===== config.mk =====
export PLATFORM = sky130hd
export DESIGN_NAME = pma_master
export DESIGN_NICKNAME = d
export VERILOG_FILES = /design/src/pma_pkg.sv /design/src/pma_breaker_router.sv /design/src/pma_master.sv /design/src/pma_stage_timer.sv
export SDC_FILE = /design/constraint.sdc
export NUM_CORES = 1
export LEC_CHECK = 0
export ABC_AREA = 1
export ABC_CLOCK_PERIOD_IN_PS = 5500
export BUFFER_PORTS_ARGS = -buffer_cell sky130_fd_sc_hd__buf_4
export CORE_MARGIN = 2
export CORE_UTILIZATION = 25
export DETAILED_ROUTE_END_ITERATION = 10
export GPL_TIMING_DRIVEN = 1
export SYNTH_ARGS = -nofsm -noshare
export SYNTH_HDL_FRONTEND = slang
export SYNTH_SLANG_ARGS = --single-unit

===== constraint.sdc =====
create_clock -name i_clk -period 5.5 [get_ports i_clk]
set_input_delay 0.55 -clock i_clk [delete_from_list [all_inputs] [get_ports i_clk]]
set_output_delay 0.55 -clock i_clk [all_outputs]
set_load 0.005 [all_outputs]

===== src/pma_pkg.sv =====
// Shared constants for the protection master aggregator.
package pma_pkg;

	localparam int PMA_NUM_STAGES = 8;
	localparam int PMA_NUM_BRKS   = 2;
	localparam int PMA_NUM_PH     = 3;
	localparam int PMA_DLY_W      = 16;

	// Register byte offsets.
	localparam logic [11:0] PMA_OFF_CTRL    = 12'h000;
	localparam logic [11:0] PMA_OFF_STATUS  = 12'h004;
	localparam logic [11:0] PMA_OFF_IRQ_ST  = 12'h008;
	localparam logic [11:0] PMA_OFF_IRQ_MSK = 12'h00C;
	localparam logic [11:0] PMA_OFF_SUPV    = 12'h010;
	localparam logic [11:0] PMA_OFF_ONEPH   = 12'h014;
	localparam logic [11:0] PMA_OFF_GNDSEL  = 12'h018;
	localparam logic [11:0] PMA_OFF_ROUTE0  = 12'h01C;
	localparam logic [11:0] PMA_OFF_ROUTE1  = 12'h020;
	localparam logic [11:0] PMA_OFF_DELAY0  = 12'h040;

	// Control register fields.
	localparam int PMA_CTRL_ENABLE      = 0;
	localparam int PMA_CTRL_EXT_PERMIT  = 1;
	localparam int PMA_CTRL_PERM_INH    = 2;
	localparam int PMA_CTRL_CMD_PERMIT  = 3;

	// Status / interrupt fields.
	localparam int PMA_ST_ALARM   = 0;
	localparam int PMA_ST_TRIP    = 1;
	localparam int PMA_ST_CMD     = 2;
	localparam int PMA_ST_BLOCKED = 3;
	localparam int PMA_ST_GND     = 4;
	localparam int PMA_ST_W       = 5;

	// Values after reset.
	localparam logic [31:0] PMA_RST_CTRL  = 32'h0000_0000;
	localparam logic [31:0] PMA_RST_ZERO  = 32'h0000_0000;
	localparam logic [PMA_DLY_W-1:0] PMA_RST_DELAY = 16'h000A;

endpackage : pma_pkg


===== src/pma_breaker_router.sv =====
// Routes gated trip commands to one breaker by an assignment mask.
`timescale 1ns/1ns
module pma_breaker_router
	import pma_pkg::*;
(
	input  wire logic                      i_clk,
	input  wire logic                      i_rst_b,
	input  wire logic [PMA_NUM_STAGES-1:0] i_cmd,
	input  wire logic [PMA_NUM_STAGES-1:0] i_assign,
	output logic                           o_breaker_open_command
);

	typedef struct packed {
		logic open;
	} pma_rtr_t;

	pma_rtr_t s_q;
	pma_rtr_t s_d;

	always_comb begin
		s_d = s_q;
		// RULE_11: only assigned commands operate
		s_d.open = |(i_cmd & i_assign);
	end

	always_ff @(posedge i_clk or negedge i_rst_b) begin
		if (!i_rst_b) begin
			s_q <= '0;
		end else begin
			s_q <= s_d;
		end
	end

	assign o_breaker_open_command = s_q.open;

	a_route_assigned: assert property ( // RULE_11
		@(posedge i_clk) disable iff (!i_rst_b)
		(~|(i_cmd & i_assign)) |=> !o_breaker_open_command)
		else $error("Unassigned command opened breaker.");

endmodule // pma_breaker_router


===== src/pma_master.sv =====
// Protection master frame: blocking, collective signals, command gating.
//
// Overview of operation
// RULE_01: A disabled or blocked master stops all alarms, trips and commands.
// RULE_02: With permit, either external block input blocks whole protection.
// RULE_03: Permanent inhibit stops trip commands; alarms and trips remain.
// RULE_04: With permit, the inhibit input stops all trip commands.
// RULE_05: A stage raises its alarm as soon as it sees its fault.
// RULE_06: General alarm is OR of all reporting stage alarms.
// RULE_07: A stage trips only if fault persists past its own delay.
// RULE_08: General trip is OR of all reporting stage trips.
// RULE_09: A stage issues its command on trip only when commands unblocked.
// RULE_10: Supervision-only stages have no command output or command blocking.
// RULE_11: Each breaker router is operated only by commands assigned to it.
// RULE_12: Each phase alarm output ORs all stage alarms for that phase.
// RULE_13: Each phase trip output ORs all stage trips for that phase.
// RULE_14: Only single-phase, non-supervision stages feed phase outputs.
// RULE_15: Ground alarm ORs the alarms of ground current and voltage stages.
// RULE_16: Supervision-only stages never report to master nor open breakers.
// RULE_17: Phase-selective stage trips raise the matching phase trip outputs.
// RULE_18: All collective and gating outputs are registered and reset clear.
`timescale 1ns/1ns
module pma_master
	import pma_pkg::*;
(
	input  wire logic                      i_clk,
	input  wire logic                      i_rst_b,
	input  wire logic                      i_psel,
	input  wire logic                      i_penable,
	input  wire logic                      i_pwrite,
	input  wire logic [11:0]               i_paddr,
	input  wire logic [31:0]               i_pwdata,
	output logic [31:0]                    o_prdata,
	output logic                           o_pready,
	output logic                           o_pslverr,
	input  wire logic                      i_ext_block_in_a,
	input  wire logic                      i_ext_block_in_b,
	input  wire logic                      i_ext_command_inhibit_in,
	input  wire logic [PMA_NUM_STAGES-1:0] i_stage_fault,
	input  wire logic [PMA_NUM_STAGES-1:0] i_fault_ph_a,
	input  wire logic [PMA_NUM_STAGES-1:0] i_fault_ph_b,
	input  wire logic [PMA_NUM_STAGES-1:0] i_fault_ph_c,
	output logic                           o_general_alarm,
	output logic                           o_general_trip,
	output logic                           o_phase_a_alarm,
	output logic                           o_phase_b_alarm,
	output logic                           o_phase_c_alarm,
	output logic                           o_phase_a_trip,
	output logic                           o_phase_b_trip,
	output logic                           o_phase_c_trip,
	output logic                           o_ground_alarm,
	output logic                           o_protection_blocked,
	output logic                           o_command_blocked,
	output logic [PMA_NUM_STAGES-1:0]      o_stage_command,
	output logic [PMA_NUM_BRKS-1:0]        o_breaker_open_command,
	output logic                           o_irq
);

	typedef struct packed {
		logic [31:0]               ctrl;
		logic [PMA_NUM_STAGES-1:0] supv;
		logic [PMA_NUM_STAGES-1:0] oneph;
		logic [PMA_NUM_STAGES-1:0] gndsel;
		logic [PMA_NUM_STAGES-1:0] route0;
		logic [PMA_NUM_STAGES-1:0] route1;
		logic [PMA_ST_W-1:0]       irq_st;
		logic [PMA_ST_W-1:0]       irq_msk;
		logic [PMA_ST_W-1:0]       ev_prev;
		logic [2:0]                blk_a_s;
		logic [2:0]                blk_b_s;
		logic [2:0]                inh_s;
		logic                      blocked;
		logic                      cmd_blk;
		logic                      g_alarm;
		logic                      g_trip;
		logic [2:0]                ph_alarm;
		logic [2:0]                ph_trip;
		logic                      gnd_alarm;
		logic [PMA_NUM_STAGES-1:0] cmd;
		logic [31:0]               rdata;
	} pma_state_t;

	pma_state_t s_q;
	pma_state_t s_d;

	logic [PMA_DLY_W-1:0]      delay_q [PMA_NUM_STAGES];
	logic [PMA_NUM_STAGES-1:0] st_alarm;
	logic [PMA_NUM_STAGES-1:0] st_trip;
	logic [PMA_NUM_STAGES-1:0] st_active;
	logic [PMA_NUM_STAGES-1:0] ph_a_trip;
	logic [PMA_NUM_STAGES-1:0] ph_b_trip;
	logic [PMA_NUM_STAGES-1:0] ph_c_trip;
	logic [PMA_NUM_STAGES-1:0] ph_a_alm;
	logic [PMA_NUM_STAGES-1:0] ph_b_alm;
	logic [PMA_NUM_STAGES-1:0] ph_c_alm;
	logic [PMA_NUM_STAGES-1:0] report;
	logic [PMA_NUM_STAGES-1:0] phase_ok;
	logic                      blk_now;
	logic                      inh_now;
	logic                      wr_en;
	logic                      rd_en;
	logic                      dly_sel;
	logic [2:0]                dly_idx;
	logic [PMA_ST_W-1:0]       events;

	assign wr_en   = i_psel && i_penable && i_pwrite;
	assign rd_en   = i_psel && !i_penable && !i_pwrite;
	assign dly_sel = (i_paddr[11:5] == PMA_OFF_DELAY0[11:5]);
	assign dly_idx = i_paddr[4:2];

	// RULE_02: external blocking with permit
	assign blk_now = s_q.ctrl[PMA_CTRL_EXT_PERMIT]
		&& (s_q.blk_a_s[1] || s_q.blk_b_s[1]);
	// RULE_04: temporary command inhibit with permit
	assign inh_now = s_q.ctrl[PMA_CTRL_CMD_PERMIT] && s_q.inh_s[1];

	// RULE_16: supervision stages do not report
	assign report   = ~s_q.supv;
	// RULE_14: phase contribution needs 1p ability
	assign phase_ok = s_q.oneph & ~s_q.supv;

	genvar g;
	generate
		for (g = 0; g < PMA_NUM_STAGES; g++) begin : g_stage
			// RULE_01: disabled master halts every stage
			assign st_active[g] = s_q.ctrl[PMA_CTRL_ENABLE] && !s_q.blocked;
			pma_stage_timer u_tmr (
				.i_clk   (i_clk),
				.i_rst_b (i_rst_b),
				.i_fault (i_stage_fault[g]),
				.i_active(st_active[g]),
				.i_delay (delay_q[g]),
				.o_alarm (st_alarm[g]),
				.o_trip  (st_trip[g])
			);
			// RULE_17: phase trips of phase-selective stages
			assign ph_a_trip[g] = st_trip[g] && i_fault_ph_a[g];
			assign ph_b_trip[g] = st_trip[g] && i_fault_ph_b[g];
			assign ph_c_trip[g] = st_trip[g] && i_fault_ph_c[g];
			assign ph_a_alm[g]  = st_alarm[g] && i_fault_ph_a[g];
			assign ph_b_alm[g]  = st_alarm[g] && i_fault_ph_b[g];
			assign ph_c_alm[g]  = st_alarm[g] && i_fault_ph_c[g];

			always_ff @(posedge i_clk or negedge i_rst_b) begin
				if (!i_rst_b) begin
					delay_q[g] <= PMA_RST_DELAY;
				end else if (wr_en && dly_sel
					&& dly_idx == 3'(g)) begin
					delay_q[g] <= i_pwdata[PMA_DLY_W-1:0];
				end
			end
		end
	endgenerate

	assign events = {s_q.gnd_alarm, s_q.blocked, |s_q.cmd,
		s_q.g_trip, s_q.g_alarm};

	always_comb begin
		s_d = s_q;
		// External levels pass two flip-flops before use.
		s_d.blk_a_s = {s_q.blk_a_s[1:0], i_ext_block_in_a};
		s_d.blk_b_s = {s_q.blk_b_s[1:0], i_ext_block_in_b};
		s_d.inh_s   = {s_q.inh_s[1:0], i_ext_command_inhibit_in};
		s_d.blocked = blk_now;
		// RULE_03: permanent command inhibit
		s_d.cmd_blk = s_q.ctrl[PMA_CTRL_PERM_INH] || inh_now;

		// RULE_18: registered collective outputs
		if (!s_q.ctrl[PMA_CTRL_ENABLE] || s_q.blocked) begin
			s_d.g_alarm   = 1'b0;
			s_d.g_trip    = 1'b0;
			s_d.ph_alarm  = 3'h0;
			s_d.ph_trip   = 3'h0;
			s_d.gnd_alarm = 1'b0;
			s_d.cmd       = '0;
		end else begin
			// RULE_06: general alarm OR
			s_d.g_alarm = |(st_alarm & report);
			// RULE_08: general trip OR
			s_d.g_trip  = |(st_trip & report);
			// RULE_12: per-phase alarm OR
			s_d.ph_alarm = {|(ph_c_alm & phase_ok), |(ph_b_alm & phase_ok),
				|(ph_a_alm & phase_ok)};
			// RULE_13: per-phase trip OR
			s_d.ph_trip = {|(ph_c_trip & phase_ok), |(ph_b_trip & phase_ok),
				|(ph_a_trip & phase_ok)};
			// RULE_15: ground collective alarm
			s_d.gnd_alarm = |(st_alarm & report & s_q.gndsel);
			// RULE_09: commands only while unblocked
			// RULE_10: supervision stages get no command
			if (s_d.cmd_blk) begin
				s_d.cmd = '0;
			end else begin
				s_d.cmd = st_trip & report;
			end
		end

		// Rising edges of status events latch; set wins over clear.
		s_d.ev_prev = events;
		if (wr_en && i_paddr == PMA_OFF_IRQ_ST) begin
			s_d.irq_st = s_q.irq_st & ~i_pwdata[PMA_ST_W-1:0];
		end
		s_d.irq_st = s_d.irq_st | (events & ~s_q.ev_prev);

		if (wr_en) begin
			case (i_paddr)
				PMA_OFF_CTRL:    s_d.ctrl    = {28'h0, i_pwdata[3:0]};
				PMA_OFF_IRQ_MSK: s_d.irq_msk = i_pwdata[PMA_ST_W-1:0];
				PMA_OFF_SUPV:    s_d.supv    = i_pwdata[PMA_NUM_STAGES-1:0];
				PMA_OFF_ONEPH:   s_d.oneph   = i_pwdata[PMA_NUM_STAGES-1:0];
				PMA_OFF_GNDSEL:  s_d.gndsel  = i_pwdata[PMA_NUM_STAGES-1:0];
				PMA_OFF_ROUTE0:  s_d.route0  = i_pwdata[PMA_NUM_STAGES-1:0];
				PMA_OFF_ROUTE1:  s_d.route1  = i_pwdata[PMA_NUM_STAGES-1:0];
				default: ;
			endcase
		end

		// Read data is captured in setup so the access phase needs no wait.
		if (rd_en) begin
			case (i_paddr)
				PMA_OFF_CTRL:    s_d.rdata = s_q.ctrl;
				PMA_OFF_STATUS:  s_d.rdata = {27'h0, events};
				PMA_OFF_IRQ_ST:  s_d.rdata = {27'h0, s_q.irq_st};
				PMA_OFF_IRQ_MSK: s_d.rdata = {27'h0, s_q.irq_msk};
				PMA_OFF_SUPV:    s_d.rdata = {24'h0, s_q.supv};
				PMA_OFF_ONEPH:   s_d.rdata = {24'h0, s_q.oneph};
				PMA_OFF_GNDSEL:  s_d.rdata = {24'h0, s_q.gndsel};
				PMA_OFF_ROUTE0:  s_d.rdata = {24'h0, s_q.route0};
				PMA_OFF_ROUTE1:  s_d.rdata = {24'h0, s_q.route1};
				default: begin
					if (dly_sel) begin
						s_d.rdata = {16'h0, delay_q[dly_idx]};
					end else begin
						s_d.rdata = PMA_RST_ZERO;
					end
				end
			endcase
		end
	end

	always_ff @(posedge i_clk or negedge i_rst_b) begin
		if (!i_rst_b) begin
			s_q <= '0;
		end else begin
			s_q <= s_d;
		end
	end

	pma_breaker_router u_rtr0 (
		.i_clk                 (i_clk),
		.i_rst_b               (i_rst_b),
		.i_cmd                 (s_q.cmd),
		.i_assign              (s_q.route0),
		.o_breaker_open_command(o_breaker_open_command[0])
	);

	pma_breaker_router u_rtr1 (
		.i_clk                 (i_clk),
		.i_rst_b               (i_rst_b),
		.i_cmd                 (s_q.cmd),
		.i_assign              (s_q.route1),
		.o_breaker_open_command(o_breaker_open_command[1])
	);

	assign o_prdata  = s_q.rdata;
	assign o_pready  = 1'b1;
	assign o_pslverr = 1'b0;
	assign o_general_alarm      = s_q.g_alarm;
	assign o_general_trip       = s_q.g_trip;
	assign o_phase_a_alarm      = s_q.ph_alarm[0];
	assign o_phase_b_alarm      = s_q.ph_alarm[1];
	assign o_phase_c_alarm      = s_q.ph_alarm[2];
	assign o_phase_a_trip       = s_q.ph_trip[0];
	assign o_phase_b_trip       = s_q.ph_trip[1];
	assign o_phase_c_trip       = s_q.ph_trip[2];
	assign o_ground_alarm       = s_q.gnd_alarm;
	assign o_protection_blocked = s_q.blocked;
	assign o_command_blocked    = s_q.cmd_blk;
	assign o_stage_command      = s_q.cmd;
	assign o_irq                = |(s_q.irq_st & s_q.irq_msk);

	a_disabled_quiet: assert property ( // RULE_01
		@(posedge i_clk) disable iff (!i_rst_b)
		$past(!s_q.ctrl[PMA_CTRL_ENABLE] || s_q.blocked)
		|-> !o_general_trip && o_stage_command == '0)
		else $error("Output while protection off.");

	a_ext_block: assert property ( // RULE_02
		@(posedge i_clk) disable iff (!i_rst_b)
		(s_q.ctrl[PMA_CTRL_EXT_PERMIT] && s_q.blk_a_s[1]) |=>
		o_protection_blocked)
		else $error("Block input ignored.");

	a_ext_block_b: assert property ( // RULE_02
		@(posedge i_clk) disable iff (!i_rst_b)
		(s_q.ctrl[PMA_CTRL_EXT_PERMIT] && s_q.blk_b_s[1]) |=>
		o_protection_blocked)
		else $error("Second block input ignored.");

	a_perm_inhibit: assert property ( // RULE_03
		@(posedge i_clk) disable iff (!i_rst_b)
		s_q.ctrl[PMA_CTRL_PERM_INH] |=> o_stage_command == '0)
		else $error("Command despite permanent inhibit.");

	a_temp_inhibit: assert property ( // RULE_04
		@(posedge i_clk) disable iff (!i_rst_b)
		inh_now |=> o_command_blocked && o_stage_command == '0)
		else $error("Command despite inhibit input.");

	a_general_alarm: assert property ( // RULE_06
		@(posedge i_clk) disable iff (!i_rst_b)
		(s_q.ctrl[PMA_CTRL_ENABLE] && !s_q.blocked) |=>
		o_general_alarm == $past(|(st_alarm & ~s_q.supv)))
		else $error("General alarm mismatch.");

	a_general_trip: assert property ( // RULE_08
		@(posedge i_clk) disable iff (!i_rst_b)
		o_general_trip |-> $past(|(st_trip & ~s_q.supv)))
		else $error("General trip without stage trip.");

	a_cmd_gated: assert property ( // RULE_09
		@(posedge i_clk) disable iff (!i_rst_b)
		(o_stage_command != '0) |-> o_general_trip && !o_command_blocked)
		else $error("Command without trip or while blocked.");

	a_supv_no_cmd: assert property ( // RULE_10
		@(posedge i_clk) disable iff (!i_rst_b)
		(o_stage_command & $past(s_q.supv)) == '0)
		else $error("Supervision stage commanded.");

	a_phase_alarm: assert property ( // RULE_12
		@(posedge i_clk) disable iff (!i_rst_b)
		o_phase_b_alarm |-> $past(|(st_alarm & i_fault_ph_b & phase_ok)))
		else $error("Phase alarm without source.");

	a_phase_trip: assert property ( // RULE_13
		@(posedge i_clk) disable iff (!i_rst_b)
		o_phase_a_trip |-> $past(|(ph_a_trip & phase_ok)))
		else $error("Phase trip without source.");

	a_phase_only: assert property ( // RULE_14
		@(posedge i_clk) disable iff (!i_rst_b)
		(o_phase_a_alarm || o_phase_c_alarm)
		|-> $past(|(st_alarm & s_q.oneph & ~s_q.supv)))
		else $error("Phase alarm from excluded stage.");

	a_ground_alarm: assert property ( // RULE_15
		@(posedge i_clk) disable iff (!i_rst_b)
		o_ground_alarm |-> o_general_alarm
		&& $past(|(st_alarm & s_q.gndsel & ~s_q.supv)))
		else $error("Ground alarm without ground stage.");

	a_phase_in_trip: assert property ( // RULE_17
		@(posedge i_clk) disable iff (!i_rst_b)
		(o_phase_b_trip || o_phase_c_trip) |-> o_general_trip)
		else $error("Phase trip without general trip.");

endmodule // pma_master


===== src/pma_stage_timer.sv =====
// One protection stage: alarm on fault, trip after its own delay.
`timescale 1ns/1ns
module pma_stage_timer
	import pma_pkg::*;
(
	input  wire logic                 i_clk,
	input  wire logic                 i_rst_b,
	input  wire logic                 i_fault,
	input  wire logic                 i_active,
	input  wire logic [PMA_DLY_W-1:0] i_delay,
	output logic                      o_alarm,
	output logic                      o_trip
);

	typedef struct packed {
		logic [PMA_DLY_W-1:0] cnt;
		logic                 alarm;
		logic                 trip;
	} pma_tmr_t;

	pma_tmr_t s_q;
	pma_tmr_t s_d;

	always_comb begin
		s_d = s_q;
		if (!i_active || !i_fault) begin
			s_d.cnt   = '0;
			s_d.alarm = 1'b0;
			s_d.trip  = 1'b0;
		end else begin
			// RULE_05: alarm follows fault
			s_d.alarm = 1'b1;
			// RULE_07: trip after delay expires
			if (s_q.cnt >= i_delay) begin
				s_d.trip = 1'b1;
			end else begin
				s_d.cnt = s_q.cnt + 1'b1;
			end
		end
	end

	always_ff @(posedge i_clk or negedge i_rst_b) begin
		if (!i_rst_b) begin
			s_q <= '0;
		end else begin
			s_q <= s_d;
		end
	end

	assign o_alarm = s_q.alarm;
	assign o_trip  = s_q.trip;

	a_trip_needs_alarm: assert property ( // RULE_07
		@(posedge i_clk) disable iff (!i_rst_b)
		o_trip |-> o_alarm) else $error("Trip without alarm.");

	a_alarm_follows: assert property ( // RULE_05
		@(posedge i_clk) disable iff (!i_rst_b)
		(i_fault && i_active) |=> o_alarm)
		else $error("Alarm missed a fault.");

endmodule // pma_stage_timer


Word-level counts from Yosys, hierarchy flattened. Cells that the tools add are included.

Flip-flop bits (word level): 390. Input port bits: 84. Output and inout port bits: 56. Logic and storage cells: 267.

Add/sub/neg operators: 8. Order comparisons: 9. Equality and inequality tests: 24. Multiplexer cells: 32. Bitwise logic cells: 20. Reductions and logical operators: 119.

Operators with widths (count): 2-to-1 mux 16 bit (11); 2-to-1 mux 18 bit (8); case mux 16 bit (9 select lines) (1); adder 16 x 1 -> 16 bit (second input constant) (8); greater-or-equal comparator 16 bit (8); AND 8 bit (12); OR reduction 8 bit (12); logical AND 1 bit (65); binary-select mux 16 bit (select 3 bit) (1); == test 12 x 5 -> 1 bit (second input constant) (4); == test 12 x 4 -> 1 bit (second input constant) (2); 2-to-1 mux 17 bit (1); inequality test 2 x 1 -> 1 bit (second input constant) (8); nonzero test 2 bit (8); AND 5 bit (3); AND reduction 2 bit (7); zero test 1 bit (13); == test 12 x 3 -> 1 bit (second input constant) (1); == test 12 x 6 -> 1 bit (second input constant) (1); == test 3 bit (second input constant) (4); zero test 12 bit (1); logical OR 1 bit (11); inverter 5 bit (2); 2-to-1 mux 1 bit (8); other kinds (11) (12).

Logic depth before layout (Yosys ltp).
Depth after elaboration: 6. Mapped depth: 14. Depth with buffers taken out: 13.

Hierarchy. Synthesis repeated with hierarchy kept, for this count alone.

Cells, all modules: 3067. Area, all modules: 24327.1 um2.

Modules (own cells, without submodules): pma_stage_timer (g_stage[0].u_tmr ...) (instances 7, cells each 218, area each 1647.8 um2, seq. area each 450.4 um2); pma_master (instances 1, cells each 1294, area each 11014.3 um2, seq. area each 5725.5 um2); pma_stage_timer (g_stage[7].u_tmr) (instances 1, cells each 215, area each 1615.3 um2, seq. area each 450.4 um2); pma_breaker_router (instances 2, cells each 16, area each 81.3 um2, seq. area each 25.0 um2).

Least setup slack after synthesis. Ideal clock, no wire load.

Path kind: flip-flop to flip-flop. Start point: register delay_q[35] (netlist name). End point: register g_stage[5].u_tmr.s_q[5] (netlist name). Setup time: 0.117 ns. Arrival: 1.802 ns. Data required time: 5.383 ns. Path slack: 3.581 ns. Cell stages (with the launch flop): 15. Path buffers: 1. Clock period less this slack: 1.919 ns. Cell sequence: dfstp_2 -> inv_1 -> ha_1 -> nand2_1 -> nor2_1 -> o21ai_0 -> nand3_1 -> nand2_1 -> nand2_1 -> nand2_1 -> nand2_1 -> nand2_1 -> buf_2 -> nand2_1 -> nand2_1.

Longest elaborated chain between the ends: 2.

Ends and longest elaborated chain: start: declaration (RTL line pma_master.sv:86) `logic [PMA_DLY_W-1:0] delay_q [PMA_NUM_STAGES];`; start signal: indexed assignment (RTL line pma_master.sv:149) `delay_q[g] <= i_pwdata[PMA_DLY_W-1:0];`; greater-or-equal comparator 16 bit (RTL line pma_stage_timer.sv:34) `if (s_q.cnt >= i_delay) begin`; inequality test 2 x 1 -> 1 bit (no line); end signal: assignment (RTL line pma_stage_timer.sv:44) `s_q <= '0;`; end signal: assignment (RTL line pma_stage_timer.sv:46) `s_q <= s_d;`; end: declaration (RTL line pma_stage_timer.sv:21) `pma_tmr_t s_q;`.

Every way passes these cells. A chain may end at the register's enable or synchronous reset.

Final worst setup path.
Start point: register s_q (netlist bit o_protection_blocked). End point: register g_stage[5].u_tmr.s_q[15] (netlist name).

Longest elaborated chain between the ends: 5. Elaborated cells on any way between the ends: 6. Those cells by class: 1 x eq/ne; 1 x mux; 4 x reduce/logical.

Ends and longest elaborated chain: start: declaration (RTL line pma_master.sv:83) `pma_state_t s_q;`; start signal: assignment (RTL line pma_master.sv:243) `s_q <= '0;`; start signal: assignment (RTL line pma_master.sv:245) `s_q <= s_d;`; zero test 1 bit * (RTL line pma_master.sv:126) `assign st_active[g] = s_q.ctrl[PMA_CTRL_ENABLE] && !s_q.blocked;`; logical AND 1 bit * (RTL line pma_master.sv:126); zero test 1 bit * (RTL line pma_stage_timer.sv:26) `if (!i_active || !i_fault) begin`; logical OR 1 bit * (RTL line pma_stage_timer.sv:26); inequality test 2 x 1 -> 1 bit (no line) or 2-to-1 mux 18 bit (tied branches).

Every way passes the cells marked *; elsewhere a longest branch is shown, timed or not.

==> run metrics <==
sequential area share after synthesis=40.9%; reg-to-reg startpoint=o_protection_blocked$_DFF_PN0_; Post-route DRC=0; die area=0.0941 sq mm; max-cap viol count=0; # Post-CTS Setup Buffers=0; Starting Density=25.1%; most frequent cells in the layout=nand2_1, inv_1, dfrtp_1; area of the multi-input gates=0.0113 sq mm; CP startpoint kind=flop; post-synthesis xor/xnor area fraction=3.79%; drt wl/cell=16.8 microns; vias in the first global route=18672; # diodes=0; GRT Total Usage=14.9%; CTS H-tree depth=2; syn avg cell area=7.71 sq um; worst hold path class=input pin to flop; total clock buffers created by CTS=43; CTS sink cnt=374; CTS tree=built; post-synthesis simple-gate area fraction=28.4%; clk_lat worst skew=0.58 ns; reg2reg end=g_stage[5].u_tmr.s_q[15]$_DFFE_PN0P_; post-CTS sizing=0; clk_skew=0.0342 ns; fmax=349 MHz; Chip Height=307 microns; nets@finish=3218; R2R Setup Slk=2.64 ns; antenna viol nets, final=0; CP arrival=3.33 ns; fin cells=4218; status=finished clean; drt via density=4.75; hpwl dp=51.0 mm; commonest non-fill, non-tap cell in the layout=nand2_1; combinational family with the most area after synthesis=simple AND/OR/NAND/NOR gates; port bufs=105; final hold vios=0; final worst setup slack=2.64 ns; worst-case reg-to-reg path depth=8; Clk pin slew, worst setup/hold paths=0.06 ns; mux cell area share after synthesis=0%; setup TNS=0 ns; hold wc startpoint=i_ext_block_in_a; CP Class=flop to flop; CP Capture Type=flop; Synth top area share=39.1%; Synth Area in Compound Gates=9.45%; worst hold stages=1; core area=0.0912 sq mm; Hold Path Sink=s_d[58]$_DFF_PN0_; Slew Viols, Final=0; Core Util, Final=28.6%; Unique masters post-synth=46; largest net degree at the start of global routing=156; Inst Count DP=4138; DRT Pass-1 Iters=6; Ys Warns=0; Critical Path Fanout Max=22; via count=20021; initial antenna violation count=4; RePlAce Congestion=0.913; gr ovfl total=0; Max-slew headroom=18.6%; RSZ-0062 raised after global routing=no; setup violators final=0; Mapped Cells=2972; Die W=307 microns; I/O pins=140; Post-Syn Area=0.0229 sq mm; Cell Pwr Density=237 mW/mm^2; # rows=111; dpl ws=2.67 ns; #FFs+latches synth=374; Final Cycle Share=52.0%; synth-to-layout area growth=13.7%; initial DRC count=1834; VDD IR-drop max=0.174 mV; first-pass GRT wire length=111 mm; min Tclk post-route=2.86 ns; dominant cell type by area after synthesis=dfrtp_1; Max clock buf depth=3; Adder-Cell Fraction of Synth Area=7.43%; Root Buffer=clkbuf_16; Sequential Area=0.00938 sq mm; largest cells by area after synthesis=dfrtp_1, nand2_1, ha_1; Data required, critical path=5.96 ns; Worst Max-Slew Pin Slew=1.22 ns; share of cells above drive strength 1=8.94%; Static Leakage=12.5 nW; # fillers=9767; Post-Route WL=70.7 mm
## worst max-delay path by stage
| stage | endpoint | depth (start not counted) | start |
|---|---|---|---|
| 6_report | g_stage[5].u_tmr.s_q[15]$_DFFE_PN0P_ | 8 | o_protection_blocked$_DFF_PN0_ |
| 5_1_grt | g_stage[5].u_tmr.s_q[3]$_DFFE_PN0P_ | 7 | o_protection_blocked$_DFF_PN0_ |
| 4_1_cts | g_stage[5].u_tmr.s_q[15]$_DFFE_PN0P_ | 8 | o_protection_blocked$_DFF_PN0_ |
| 3_5_place_dp | g_stage[5].u_tmr.s_q[15]$_DFFE_PN0P_ | 8 | o_protection_blocked$_DFF_PN0_ |
| 3_3_place_gp | g_stage[5].u_tmr.s_q[3]$_DFFE_PN0P_ | 7 | o_protection_blocked$_DFF_PN0_ |
| 2_1_floorplan | g_stage[5].u_tmr.s_q[5]$_DFFE_PN0P_ | 14 | delay_q[35]$_DFFE_PN1P_ |
## final cells by class
cell class | count | area share [%]
Tap cell | 1186 | 5.70
Clock inverter | 15 | 0.836
Clock buffer | 64 | 5.02
Sequential cell | 374 | 36.0
Multi-Input combinational cell | 2085 | 43.5
Timing Repair Buffer | 116 | 3.48
Inverter | 378 | 5.48
## stage by stage
step	power (mW)	hold slack (ns)	cell area, sq um
final	6.17	0.0676	26100
after global routing	6.35	0.0689	26100
after CTS	6.23	0.0470	26100
after detailed placement	3.11	0.347	24500
after global placement	3.11	0.338	24500
after floorplan	2.95	0.254	23000
## cells in the mapped netlist, drive strengths merged
master and count:
nor3b 4, or2 3, dfstp 16, a21oi 75, o31ai 5, nand4 161, conb 2, xor2 87
o211ai 1, nor2 208, o2111a 1, o21ai 237, a21o 9, inv 378, a22o 2, a221oi 6
clkbuf 49, o22ai 26, o21a 3, a31oi 8, ha 136, nand3b 3, buf 102, nor3 73
xnor2 12, dfrtp 358, nand2 719, nand3 266, o21bai 4, a22oi 11, o2111ai 2, a41oi 5
## kinds of logic after synthesis
family / count (synthesis)
AOI/OAI and AO/OA: 395
xor gates and xnor gates: 99
adders and majority gates: 136
other: 2
DFF: 374
and+or+nand+nor: 1437
buffers and inverters: 529
## flip-flops by register name, indices dropped and copies added, names as in the netlist
register and count:
o_phase_a_trip 1, s_d 6, o_general_trip 1, o_phase_c_trip 1, g_stage.u_tmr.o_alarm 8, o_stage_command 8, g_stage.u_tmr.s_q 128, u_rtr1.o_breaker_open_command 1
o_general_alarm 1, o_phase_a_alarm 1, o_ground_alarm 1, o_command_blocked 1, g_stage.u_tmr.o_trip 8, u_rtr0.o_breaker_open_command 1, o_protection_blocked 1, o_phase_b_trip 1
o_phase_c_alarm 1, o_phase_b_alarm 1, delay_q 128, s_q 59, o_prdata 16
## what timing repair did
item / 4_1_cts / 5_1_grt
hold buffers: 1 / 0
endpoints found under the hold margin: 45 / 0
endpoints found under the setup margin: 0 / 0
## critical path, cell delays in order (launching register included)
cell	delay (ns)
dfrtp_1	0.47
inv_1	0.10
nand2_1	0.06
inv_1	0.39
nand2_1	0.39
inv_1	0.60
nand2_1	0.44
nand2_1	0.19
nand2_1	0.07
## metal layers
layer  vias up  track usage, %  routed length, microns  share of wire, %
li1       9866               -                       -                 -
met1      9493            21.8                   33500                47
met2       559            22.8                   31000                44
met3        97            1.83                    4210               6.0
met4         6            4.69                    1990               2.8
met5         -               0                      36             0.051
## report_power, final
| part | total, mW | internal [mW] | switching (mW) |
|---|---|---|---|
| sequential | 2.77 | 2.76 | 0.0101 |
| clock | 3.11 | 1.88 | 1.23 |
| combinational | 0.287 | 0.0679 | 0.219 |
(Power assumes the default switching activity.)
